$ cat src/shared/asr_pkg.sv
// Shared constants for the async serial receiver and its line-side transmitter.
// Assumes one 40 MHz system clock shared by both ends.
package asr_pkg;
    // ------------------------------------------------------------
    // Register offsets (software port, word index)
    // ------------------------------------------------------------
    localparam logic [3:0] ASR_OFF_CTRL   = 4'h0;
    localparam logic [3:0] ASR_OFF_BAUD   = 4'h1;
    localparam logic [3:0] ASR_OFF_STATUS = 4'h2;
    localparam logic [3:0] ASR_OFF_DATA   = 4'h3;
    localparam logic [3:0] ASR_OFF_IRQST  = 4'h4;
    localparam logic [3:0] ASR_OFF_IRQMSK = 4'h5;
    localparam logic [3:0] ASR_OFF_IEN    = 4'h6;
    // ------------------------------------------------------------
    // Control bit positions
    // ------------------------------------------------------------
    localparam int ASR_C_PORT_EN  = 0;
    localparam int ASR_C_SYNC     = 1;
    localparam int ASR_C_NINE     = 2;
    localparam int ASR_C_INV      = 3;
    localparam int ASR_C_CONT_RX  = 4;
    localparam int ASR_C_ADDR_DET = 5;
    localparam int ASR_C_HSPEED   = 6;
    localparam int ASR_C_B16      = 7;
    // Status bit positions
    localparam int ASR_S_FULL     = 0;
    localparam int ASR_S_FERR     = 1;
    localparam int ASR_S_OVERRUN_ERROR_FLAG     = 2;
    localparam int ASR_S_BIT9     = 3;
    // Interrupt-enable bit positions
    localparam int ASR_I_RXIE     = 0;
    localparam int ASR_I_PEIE     = 1;
    localparam int ASR_I_GIE      = 2;
    // Sticky event bits
    localparam int ASR_E_RX       = 0;
    localparam int ASR_E_FERR     = 1;
    localparam int ASR_E_OVERRUN_ERROR_FLAG     = 2;
    // Reset values
    localparam logic [15:0] ASR_BAUD_RST = 16'h0000;
    localparam logic [7:0]  ASR_CTRL_RST = 8'h00;
    // Oversampling ratios for the rate selects
    localparam logic [5:0] ASR_OVS_LOW  = 6'h3F;  // 64 - 1
    localparam logic [5:0] ASR_OVS_MID  = 6'h0F;  // 16 - 1
    localparam logic [5:0] ASR_OVS_HIGH = 6'h03;  // 4 - 1
    localparam int ASR_SYNC_STAGES = 2;
endpackage : asr_pkg
$ cat src/shared/asr_line_if.sv
// Line between the remote transmitter and the receiver.
// Assumes both ends sit on the same clock; the wire is idle high.
`timescale 1ns/100ps
interface asr_line_if;
    logic line;   // Serial line level as driven by the transmitter
    modport tx_end (output line);
    modport rx_end (input line);
endinterface : asr_line_if

$ cat src/hw/asr_receiver.sv
// Asynchronous serial receiver with 9-bit address detection.
// Assumes the line is asynchronous to clk_i and idle high (uninverted).
//
// Added by the designer: strobed register access and the placing of the registers.
`timescale 1ns/100ps
module asr_receiver (
    // Clock and reset
    input  wire logic        clk_i,
    input  wire logic        sys_rst_i,
    // Serial line
    asr_line_if.rx_end       line_if,
    // Software register port
    input  wire logic [3:0]  addr_i,
    input  wire logic [15:0] wdata_i,
    input  wire logic        wr_i,
    input  wire logic        rd_i,
    output logic      [15:0] rdata_o,
    // Interrupt
    output logic             irq_o
);
    import asr_pkg::*;

    // ------------------------------------------------------------
    // State
    // ------------------------------------------------------------
    typedef enum logic [1:0] {
        ASR_IDLE  = 2'b00,
        ASR_START = 2'b01,
        ASR_DATA  = 2'b11,
        ASR_STOP  = 2'b10
    } asr_state_t;

    typedef struct packed {
        logic [ASR_SYNC_STAGES-1:0] sync;
        asr_state_t  st;
        logic [15:0] baud;
        logic [7:0]  ctrl;
        logic [2:0]  ien;
        logic [15:0] div_cnt;
        logic [5:0]  ovs_cnt;
        logic [3:0]  bit_cnt;
        logic [8:0]  shift;
        logic [7:0]  buf_data;
        logic        buf_bit9;
        logic        full;
        logic        ferr;
        logic        overrun_error_flag;
        logic [2:0]  evt;
        logic [2:0]  mask;
        logic [15:0] rdata;
        logic        irq;
    } asr_rx_state_t;

    asr_rx_state_t r, nx;

    logic       line_s;
    logic       tick;
    logic       half;
    logic       rx_on;
    logic       nine;
    logic       addr_mode;
    logic [5:0] ovs_top;
    logic [3:0] n_bits;
    logic [2:0] ev_set;
    logic       deliver;
    logic       rd_data;
    logic       rd_evt;

    // ------------------------------------------------------------
    // Next-state logic
    // ------------------------------------------------------------
    always_comb begin
        nx      = r;
        nx.sync = {r.sync[ASR_SYNC_STAGES-2:0], line_if.line};
        // Only the last stage is read; invert applied after sync
        line_s  = r.sync[ASR_SYNC_STAGES-1] ^ r.ctrl[ASR_C_INV];
        rx_on   = r.ctrl[ASR_C_PORT_EN] & ~r.ctrl[ASR_C_SYNC]
                  & r.ctrl[ASR_C_CONT_RX];
        nine      = r.ctrl[ASR_C_NINE];
        addr_mode = nine & r.ctrl[ASR_C_ADDR_DET];
        n_bits    = nine ? 4'h9 : 4'h8;
        // Rate select picks oversampling, as 16-bit mode narrows the ratio
        unique case ({r.ctrl[ASR_C_B16], r.ctrl[ASR_C_HSPEED]})
            2'b00:   ovs_top = ASR_OVS_LOW;
            2'b11:   ovs_top = ASR_OVS_HIGH;
            default: ovs_top = ASR_OVS_MID;
        endcase
        // Divisor: 8-bit mode ignores the high byte
        tick = (r.div_cnt == 16'h0000);
        if (tick || r.st == ASR_IDLE) begin
            nx.div_cnt = r.ctrl[ASR_C_B16] ? r.baud : {8'h00, r.baud[7:0]};
        end else begin
            nx.div_cnt = r.div_cnt - 16'h0001;
        end
        half    = tick && (r.ovs_cnt == {1'b0, ovs_top[5:1]});
        ev_set  = 3'b000;
        deliver = 1'b0;

        // Frame sequencer, samples at mid-bit
        unique case (r.st)
            ASR_IDLE: begin
                nx.ovs_cnt = 6'h00;
                if (rx_on && !line_s) begin
                    nx.st = ASR_START;
                end
            end
            ASR_START: begin
                if (tick) begin
                    nx.ovs_cnt = r.ovs_cnt + 6'h01;
                end
                if (half) begin
                    nx.ovs_cnt = 6'h00;
                    nx.bit_cnt = 4'h0;
                    nx.st      = line_s ? ASR_IDLE : ASR_DATA;
                end
            end
            ASR_DATA: begin
                if (tick) begin
                    nx.ovs_cnt = (r.ovs_cnt == ovs_top) ? 6'h00 : r.ovs_cnt + 6'h01;
                    if (r.ovs_cnt == ovs_top) begin
                        // LSB first: shift down from the top of the frame width
                        if (nine) begin
                            nx.shift = {line_s, r.shift[8:1]};
                        end else begin
                            nx.shift = {1'b0, line_s, r.shift[7:1]};
                        end
                        nx.bit_cnt = r.bit_cnt + 4'h1;
                        if (r.bit_cnt == n_bits - 4'h1) begin
                            nx.st = ASR_STOP;
                        end
                    end
                end
            end
            ASR_STOP: begin
                if (tick) begin
                    nx.ovs_cnt = r.ovs_cnt + 6'h01;
                end
                if (tick && r.ovs_cnt == ovs_top) begin
                    nx.st = ASR_IDLE;
                    // Address mode drops ninth-bit-clear characters
                    if (!addr_mode || r.shift[8]) begin
                        if (r.full || r.overrun_error_flag) begin
                            nx.overrun_error_flag   = 1'b1;
                            ev_set[ASR_E_OVERRUN_ERROR_FLAG] = 1'b1;
                        end else begin
                            deliver = 1'b1;
                        end
                    end
                end
            end
        endcase
        if (!rx_on) begin
            nx.st = ASR_IDLE;
        end

        // Register port
        rd_data = rd_i && (addr_i == ASR_OFF_DATA);
        rd_evt  = rd_i && (addr_i == ASR_OFF_IRQST);
        if (wr_i) begin
            unique case (addr_i)
                ASR_OFF_CTRL:   nx.ctrl = wdata_i[7:0];
                ASR_OFF_BAUD:   nx.baud = wdata_i;
                ASR_OFF_IRQMSK: nx.mask = wdata_i[2:0];
                ASR_OFF_IEN:    nx.ien  = wdata_i[2:0];
                default:        ;
            endcase
        end
        if (!r.ctrl[ASR_C_CONT_RX]) begin
            nx.overrun_error_flag = 1'b0;
        end
        if (rd_data) begin
            nx.full = 1'b0;
        end
        if (deliver) begin
            // Both frame widths leave the first data bit at position 0
            nx.buf_data = r.shift[7:0];
            nx.buf_bit9 = nine & r.shift[8];
            nx.ferr     = ~line_s;
            nx.full     = 1'b1;
            ev_set[ASR_E_RX]   = 1'b1;
            ev_set[ASR_E_FERR] = ~line_s;
        end
        // Read clears, a simultaneous event survives
        nx.evt = (rd_evt ? 3'b000 : r.evt) | ev_set;

        nx.rdata = 16'h0000;
        if (rd_i) begin
            unique case (addr_i)
                ASR_OFF_CTRL:   nx.rdata = {8'h00, r.ctrl};
                ASR_OFF_BAUD:   nx.rdata = r.baud;
                ASR_OFF_STATUS: nx.rdata = {12'h000, r.buf_bit9, r.overrun_error_flag, r.ferr, r.full};
                ASR_OFF_DATA:   nx.rdata = {8'h00, r.buf_data};
                ASR_OFF_IRQST:  nx.rdata = {13'h0000, r.evt};
                ASR_OFF_IRQMSK: nx.rdata = {13'h0000, r.mask};
                ASR_OFF_IEN:    nx.rdata = {13'h0000, r.ien};
                default:        nx.rdata = 16'h0000;
            endcase
        end
        // Receive flag also gated by the three enables
        nx.irq = (|(nx.evt & r.mask)) | (nx.full & (&r.ien));
    end

    // ------------------------------------------------------------
    // Registers
    // ------------------------------------------------------------
    always_ff @(posedge clk_i) begin
        if (sys_rst_i) begin
            r          <= '0;
            r.sync     <= '1;
            r.st       <= ASR_IDLE;
            r.baud     <= ASR_BAUD_RST;
            r.ctrl     <= ASR_CTRL_RST;
        end else begin
            r <= nx;
        end
    end

    assign rdata_o = r.rdata;
    assign irq_o   = r.irq;
endmodule // asr_receiver

$ cat src/flat_wrapper.sv
// flat-port wrapper written by rule: the top's interface ports become plain ports
module asr_receiver_flat import asr_pkg::*;
  (clk_i, sys_rst_i, addr_i, wdata_i, wr_i, rd_i, rdata_o, irq_o, line_if_line);
  asr_line_if line_if_i ();
  input  wire logic clk_i;
  input  wire logic sys_rst_i;
  input  wire logic [3:0] addr_i;
  input  wire logic [15:0] wdata_i;
  input  wire logic wr_i;
  input  wire logic rd_i;
  output logic      [15:0] rdata_o;
  output logic irq_o;
  input wire logic [$bits(line_if_i.line)-1:0] line_if_line;
  assign line_if_i.line = line_if_line;
  asr_receiver u_core (.clk_i(clk_i), .sys_rst_i(sys_rst_i), .line_if(line_if_i), .addr_i(addr_i), .wdata_i(wdata_i), .wr_i(wr_i), .rd_i(rd_i), .rdata_o(rdata_o), .irq_o(irq_o));
endmodule
$ cat config.mk
export PLATFORM = sky130hd
export DESIGN_NAME = asr_receiver_flat
export DESIGN_NICKNAME = d
export VERILOG_FILES = /design/src/shared/asr_pkg.sv /design/src/shared/asr_line_if.sv /design/src/hw/asr_receiver.sv /design/src/flat_wrapper.sv
export SDC_FILE = /design/constraint.sdc
export NUM_CORES = 1
export LEC_CHECK = 0
export BUFFER_PORTS_ARGS = -buffer_cell sky130_fd_sc_hd__buf_2
export CORE_MARGIN = 2
export CORE_UTILIZATION = 54
export DETAILED_ROUTE_END_ITERATION = 10
export PLACE_DENSITY_LB_ADDON = 0.05
export SYNTH_ARGS = -nofsm -noshare
export SYNTH_HDL_FRONTEND = slang
export SYNTH_SLANG_ARGS = --single-unit
$ cat constraint.sdc
create_clock -name clk_i -period 2.4 [get_ports clk_i]
set_input_delay 0 -clock clk_i [delete_from_list [all_inputs] [get_ports clk_i]]
set_output_delay 0 -clock clk_i [all_outputs]
set_load 0.02 [all_outputs]
==> results of run 1 <==
==> worst reg2reg max path: stages (launching register included) <==
cell and delay, ns:
dfxtp_1 0.54, a21oi_1 0.07, a211oi_1 0.42, o221ai_2 0.32, nor4b_4 0.42, buf_12 0.20
mux2i_1 0.20, nor2_1 0.06
==> cell families after synthesis <==
kind of cell,synth area share
buf+inv,0.0604
mux,0.108
simple gates,0.240
flops,0.423
compound gates,0.126
fa+ha+maj,0.0105
xor+xnor,0.0329
==> cell type report <==
cell class | instances | share of cell area
clock buffers | 9 | 0.0229
clock inverters | 7 | 0.0164
inverters | 6 | 0.00417
multi-input cells | 385 | 0.464
flip-flops and latches | 101 | 0.374
well taps | 108 | 0.0250
repair buffers | 72 | 0.0935
==> power groups by stage <==
stage | Combinational [mW] | Sequential, mW | Clock (mW)
4_1_cts | 0.168 | 1.69 | 1.17
5_1_grt | 0.186 | 1.69 | 1.23
2_1_floorplan | 0.0971 | 1.73 | 0
3_5_place_dp | 0.146 | 1.73 | 0
6_report | 0.171 | 1.69 | 1.14
3_3_place_gp | 0.146 | 1.73 | 0
==> cells in the mapped netlist, types with 2 or more instances <==
cell type	count	area, sq um
dfxtp_1	101	2020
nor2_1	65	244
nand2_1	57	214
a21oi_1	40	200
mux2i_1	37	370
clkbuf_1	30	113
nand3_1	18	90.1
buf_4	17	128
xnor2_1	14	123
a211oi_1	13	97.6
o21ai_0	11	55.1
and2_1	10	62.6
nand2b_1	10	62.6
nor3_1	10	50.1
nor4_1	9	56.3
a22oi_1	7	52.6
inv_1	6	22.5
nor2b_1	6	37.5
mux2_2	5	56.3
nand3b_1	5	37.5
nand4_1	5	31.3
and3_1	4	25.0
ha_1	4	50.1
mux4_2	4	90.1
nand4b_1	4	35.0
nor3b_1	4	30.0
xor2_1	4	35.0
buf_2	3	15.0
or2_2	3	18.8
a2111oi_0	2	17.5
a311o_1	2	20.0
nand2_2	2	12.5
nand4bb_1	2	22.5
o22ai_1	2	12.5
o31ai_1	2	15.0
or3_1	2	12.5
==> state kept, by name, summed over array words and instances, names as in the netlist <==
name / flops
u_core.r: 82
u_core.irq_o: 1
u_core.rdata_o: 16
u_core.nine: 1
u_core.nx: 1
==> path summary, 6_finish.rpt <==
path,from,endpoint,slack [ns],cells after the start
worst max-delay path,u_core.r[79],u_core.r[33],0.07,7
worst max register to register,u_core.r[79],u_core.r[33],0.07,7
worst min-delay path,rd_i,u_core.r[25],0.03,4
worst min register to register,u_core.nx[100],u_core.r[100],0.43,1
==> what timing repair did <==
item                                    CTS  global route
endpoints found under the setup margin    0            27
gates resized for setup                   0             7
hold buffers                             17             0
endpoints found under the hold margin    31             0
==> metal layers <==
layer | GRT usage | up-vias
met4 | 0.0590 | 0
met1 | 0.342 | 1842
met3 | 0.0387 | 13
li1 | - | 1960
met2 | 0.357 | 106
met5 | 0 | -
==> per-stage QoR <==
step                hold slack (ns)  setup slack (ns)  utilization
finish                       0.0301            0.0711        0.626
global route                 0.0577           -0.0408        0.626
CTS                          0.0218            0.0408        0.623
global placement              0.185            0.0987        0.579
floorplan                     0.104             0.165            -
detailed placement            0.190            0.0782        0.579
==> results.cfg, run 1 <==
[logic_synthesis]
synth-seq-cells = 101
syn-instance-count = 543
ys_warn_count = 0
synth.cell_area_sq_mm = 0.00478
ys.flop_type = dfxtp_1
synth_edf_count = 0
synth_area_per_cell_sq_um = 8.81
yosysSeqAreaShare = 0.423
syn-num-nets = 572
synthArstFlopShare = 0
yosysUniqueCellTypes = 59

[drt]
dr_wl_met2_um = 5060
drt_iter0_drc = 217
via_count = 3921
highest_layer = met4
via_per_inst = 5.70
wire_per_inst_um = 16.0
wl_met1_um = 5280
drc = 0
drt.antenna.violating_nets = 0
wl_met3_um = 585
drt_pre_antenna_iters = 5
detail_route.wirelength_um = 11000

[clock_network]
clock-root-buffer = clkbuf_8
numCtsBuffers = 9
clk_latency_ns = 0.37
clock-sinks = 101
clock_path_buffers = 2
cts_tree = yes
htree_levels = 3
post-cts-setup-buffer-count = 0
path_clk_slew_ns = 0.11

[die]
core_area_sq_mm = 0.00864
rows = 34
die_h_um = 98.1
initial_core_util = 0.554
pin_count = 42
die_area_sq_mm = 0.00963
die_w_um = 98.1

[power]
p_int_mw = 2.26
switchingPower_mw = 0.746
pwr-share-comb = 0.057
p_sw_frac = 0.248
report.power.total_mw = 3.01
pwr-share-clk = 0.380
total_leakage_power_nw = 2.04
power_frac_seq = 0.563
p_per_area_mw_per_mm2 = 556
ir_drop_mv = 0.380

[setup_path]
worstSetupPathType = flop to flop
crit_slowest_cell = dfxtp_1
cpPeakStageDelay_ns = 0.54
cp.required_ns = 2.65
crit_path_max_fanout = 13
critPathTopFamily = compound AO/OA/AOI/OAI gates
crit_chain = a21oi_1, a211oi_1, o221ai_2, nor4b_4, buf_12, mux2i_1, nor2_1
worstPathArrival_ns = 2.57
worst-path-buf-inv = 1
cp-end-kind = flop
start_kind = flop

[global_route]
grt_start_max_net_pins = 45
grt_pass1_vias = 3625
antenna_found_initial = 0
overflow = 0
grt_use_total = 0.232
grt_pass1_wl_um = 18100

[sta]
finalMaxSlewViolations = 0
min_period_over_period = 0.970
finalHoldViolCount = 0
worstMarginPinSlew_ns = 0.696
min_period_ns = 2.33
setup-tns-final_ns = 0
slew_headroom = 0.536
fmax_mhz = 429
setup_viol = 0
clock_skew_ns = 0.0186

[layout]
fill_cells = 749
nNetsFinal = 604
instances_no_fill = 688
n_antenna_cell = 0
fin_area_sq_mm = 0.00541
multi_input_area_sq_mm = 0.00251
ff_latch_area_sq_mm = 0.00202
area_growth_pct = 13.0
mostFrequentLayoutCells = dfxtp_1, nor2_1, nand2_1
drive_gt1_frac = 0.174
final_common_cell = dfxtp_1

[placed_design]
place_area_sq_mm = 0.00500
dp_hpwl_um = 7700
place_congestion = 0.865
portBuffers = 41
dp_cells = 655

[run]
cap_violations = 0

[status]
status = completed

[min_path]
hold_path_class = primary input to flop
Power figures use the tool's default switching activity.
==> run 2: changes to the inputs <==
- HOLD_SLACK_MARGIN: not set -> 0.12
==> run 2 against run 1 <==
  * Worst hold slack better by 0.16 ns
  * Flip-flop and latch count stayed put
  * Clock power about the same
  * Maximum frequency is 0.88% lower
  * Die area stayed put
  * Count of clock-buffer cells in the layout unchanged
  * Sequential share of layout area fell by 0.28 points
  * Routed wire length rose by 1.3%
  * Largest power group unchanged
  * Via count increased by 0.92%
==> results.cfg, run 2 (same netlist as run 1, synthesis figures left out) <==
[die]
rows = 34
initial_core_util = 0.554
die_w_um = 98.1
core_area_sq_mm = 0.00864
die_area_sq_mm = 0.00963
die_h_um = 98.1
pin_count = 42

[clock_network]
path_clk_slew_ns = 0.11
htree_levels = 3
clk_latency_ns = 0.37
clock-sinks = 101
clock-root-buffer = clkbuf_8
clock_path_buffers = 2
cts_tree = yes
numCtsBuffers = 9

[sta]
finalMaxSlewViolations = 0
finalHoldViolCount = 0
min_period_over_period = 0.979
clock_skew_ns = 0.0189
slew_headroom = 0.522
timing.hold.ws_ns = 0.191
worstMarginPinSlew_ns = 0.717
fmax_mhz = 426
setup_viol = 0
setup-tns-final_ns = 0
min_period_ns = 2.35

[layout]
top_register = u_core.r
drive_gt1_frac = 0.173
largest_reg_flops = 82
fin_area_sq_mm = 0.00545
n_antenna_cell = 0
area_growth_pct = 13.8
nNetsFinal = 608
fin_util = 0.631
mostFrequentLayoutCells = dfxtp_1, nor2_1, nand2_1
final_common_cell = dfxtp_1

[placed_design]
place_congestion = 0.865
place_area_sq_mm = 0.00500
dp_hpwl_um = 7700
portBuffers = 41

[drt]
via_count = 3957
drt_iter0_drc = 196
wire_per_inst_um = 16.2
drc = 0
detail_route.wirelength_um = 11200
drt.antenna.violating_nets = 0
via_per_inst = 5.72
drt_pre_antenna_iters = 5

[setup_path]
start_kind = flop
crit_slowest_cell = dfxtp_1
critPathTopFamily = compound AO/OA/AOI/OAI gates
worstSetupPathType = flop to flop
cp.required_ns = 2.65
worstPathArrival_ns = 2.60
crit_chain = a21oi_1, a211oi_1, o221ai_2, nor4b_4, buf_12, mux2i_1, nor2_1
cp-end-kind = flop
worst-path-buf-inv = 1
cpPeakStageDelay_ns = 0.54
crit_path_max_fanout = 13

[run]
cap_violations = 0

[global_route]
grt_start_max_net_pins = 45
antenna_found_initial = 0
grt_pass1_vias = 3643
overflow = 0
grt_use_total = 0.233
grt_pass1_wl_um = 18200

[min_path]
hold_path_class = primary input to flop

[power]
total_leakage_power_nw = 2.06
p_per_area_mw_per_mm2 = 554
report.power.total_mw = 3.02
ir_drop_mv = 0.380

[status]
status = completed
-- run 2: cell count changes in the layout (fill, tap and decap cells not counted) --
cell | previous run | this run
dlygate4sd3_1 | 17 | 21
-- run 2: final timing paths --
path                       start            end  slack (ns)  cells after the start
setup reg to reg    u_core.r[79]   u_core.r[33]        0.05                      7
hold / removal              wr_i   u_core.r[95]        0.19                      5
hold reg to reg   u_core.nx[100]  u_core.r[100]        0.43                      1
setup / recovery    u_core.r[79]   u_core.r[33]        0.05                      7
-- run 2: repair_timing --
action                     CTS  global route
hold endpoints to repair    45             0
setup buffers                0             0
resized for setup            0             7
setup endpoints to repair    0            27
hold buffers                21             0
-- run 2: report_power, final --
| part | leakage [nW] | switching (mW) | total (mW) | internal, mW |
|---|---|---|---|---|
| Clock | 0.104 | 0.644 | 1.15 | 0.504 |
| Sequential | 0.815 | 0.00867 | 1.69 | 1.68 |
| Combinational | 1.14 | 0.0985 | 0.176 | 0.0779 |
| Total | 2.06 | 0.751 | 3.02 | 2.27 |
-- run 2: per-layer routing --
| metal | track usage | up-vias | routed length (um) | part of all wire |
|---|---|---|---|---|
| met5 | 0 | - | 0 | 0 |
| met4 | 0.0590 | 0 | 142 | 0.013 |
| met3 | 0.0387 | 15 | 578 | 0.052 |
| met2 | 0.358 | 107 | 5070 | 0.45 |
| met1 | 0.344 | 1872 | 5400 | 0.48 |
| li1 | - | 1963 | - | - |
-- run 2: area by class of cell --
type | instances | area, sq um
clock buffer | 9 | 124
fill | 745 | 3190
timing repair buffer | 76 | 546
tap | 108 | 135
clock inverter | 7 | 88.8
multi-input combinational | 385 | 2510
sequential | 101 | 2020
inverter | 6 | 22.5
-- run 2: stage by stage --
step | instances | setup WS (ns)
finish | 692 | 0.0505
global route | 692 | -0.0408
CTS | 692 | 0.0408
detailed placement | 655 | 0.0782
global placement | 655 | 0.0987
floorplan | 543 | 0.165
-- run 2: tightest hold or removal path: cells and delay by family --
kind / cells / cell delay, ns
AOI/OAI and AO/OA: 1 / 0.05
and+or+nand+nor: 2 / 0.15
buffers and inverters: 2 / 0.31
==> run 3: changes to the inputs <==
- CORE_UTILIZATION: 54 -> 47
==> run 3 against run 2 <==
  * Final cell count increased by 4.3%
  * Sequential power about the same
  * Utilization decreased by 7.1 points
  * Clock skew decreased by 0.010 ns
  * Count of clock-buffer cells in the layout increased by 3
  * Die area increased by 14%
  * First-iteration DRC count increased by 3.6%
==> results.cfg, run 3 (same netlist as run 1, synthesis figures left out) <==
[global_route]
antenna_found_initial = 1
grt_use_total = 0.216
grt_pass1_vias = 3665
grt_pass1_wl_um = 18900
grt_start_max_net_pins = 37
overflow = 0

[placed_design]
place_area_sq_mm = 0.00506
pre_cts_ws_ns = 0.198
dp_hpwl_um = 8110
place_congestion = 0.868
portBuffers = 41

[layout]
mostFrequentLayoutCells = dfxtp_1, nor2_1, nand2_1
fin_area_sq_mm = 0.00550
largest_reg_flops = 82
top_register = u_core.r
nNetsFinal = 613
area_growth_pct = 14.9
n_antenna_cell = 0
final_common_cell = dfxtp_1
fill_cells = 945
drive_gt1_frac = 0.166

[clock_network]
post-cts-setup-buffer-count = 0
path_clk_slew_ns = 0.10
clk_latency_ns = 0.37
clock-sinks = 101
clock_path_buffers = 2
cts-resized-gates = 0
clock-root-buffer = clkbuf_8
numCtsBuffers = 9
htree_levels = 3
hold_buffers = 21
cts_tree = yes

[die]
die_w_um = 105
pin_count = 42
die_h_um = 105
rows = 36
die_area_sq_mm = 0.0110
initial_core_util = 0.487
core_area_sq_mm = 0.00982

[sta]
min_period_over_period = 0.929
setup-tns-final_ns = 0
fmax_mhz = 449
clock_skew_ns = 0.00841
min_period_ns = 2.23
worstMarginPinSlew_ns = 0.731
rsz0062_at_grt = no
finalMaxSlewViolations = 0
slew_headroom = 0.512
finalWorstSetupSlack_ns = 0.171
finalHoldViolCount = 0
setup_viol = 0

[min_path]
hold_path_class = primary input to flop

[setup_path]
cp-end-kind = flop
worstSetupPathType = flop to flop
cp.required_ns = 2.64
worstPathArrival_ns = 2.47
crit_path_max_fanout = 10
start_kind = flop

[status]
status = completed

[drt]
drc = 0
wire_per_inst_um = 16.0
via_count = 3918
via_per_inst = 5.43
drt_iter0_drc = 203
drt.antenna.violating_nets = 0
detail_route.wirelength_um = 11500
drt_pre_antenna_iters = 4

[power]
p_per_area_mw_per_mm2 = 560
ir_drop_mv = 0.309
total_leakage_power_nw = 2.08

[run]
cap_violations = 0
## run 3: cell types whose count changed in the layout (fill, tap and decap cells not counted), sizes merged
cell,change
clkinv,-2
clkinvlp,-1
clkbuf,+3
inv,-1
bufinv,+1
buf,+5
## run 3: worst paths after layout
path                        from           endpoint  slack [ns]  cells after the start
hold reg to reg   u_core.nx[100]      u_core.r[100]        0.42                      1
setup reg to reg    u_core.r[80]       u_core.r[51]        0.17                      7
hold / removal         addr_i[1]  u_core.rdata_o[1]        0.15                      3
setup / recovery    u_core.r[80]       u_core.r[51]        0.17                      7
## run 3: layer usage
metal  global-route usage  share of wire
met5                    0              0
met4               0.0667          0.015
met3               0.0580          0.051
met2                0.322           0.43
met1                0.304           0.50
## run 3: stage by stage
| step | hold slack (ns) | power [mW] | std cells | util |
|---|---|---|---|---|
| 3_3_place_gp | 0.187 | 1.88 | 685 | 0.516 |
| 2_1_floorplan | 0.104 | 1.82 | 543 | - |
| 5_1_grt | 0.179 | 3.20 | 722 | 0.560 |
| 6_report | 0.149 | 3.08 | 722 | 0.560 |
| 4_1_cts | 0.129 | 3.11 | 722 | 0.560 |
| 3_5_place_dp | 0.189 | 1.88 | 685 | 0.516 |
## run 3: critical path: stages (launching register included)
cell,delay (ns)
dfxtp_1,0.53
nand4bb_1,0.17
a311o_1,0.41
a2111oi_0,0.42
buf_4,0.20
nor2_1,0.05
a211oi_1,0.23
nor4_1,0.09
## run 3: power breakdown
part | internal [mW] | leakage, nW | switching [mW]
Sequential | 1.68 | 0.814 | 0.00910
Clock | 0.625 | 0.112 | 0.581
Combinational | 0.0805 | 1.15 | 0.0986
Total | 2.39 | 2.08 | 0.688
## run 3: area by class of cell
class | count | area [sq um] | area share
clock buffers | 12 | 145 | 0.0264
multi-input cells | 385 | 2480 | 0.451
repair buffers | 81 | 583 | 0.106
well taps | 133 | 166 | 0.0303
inverters | 6 | 22.5 | 0.00410
flip-flops and latches | 101 | 2020 | 0.368
clock inverters | 4 | 77.6 | 0.0141
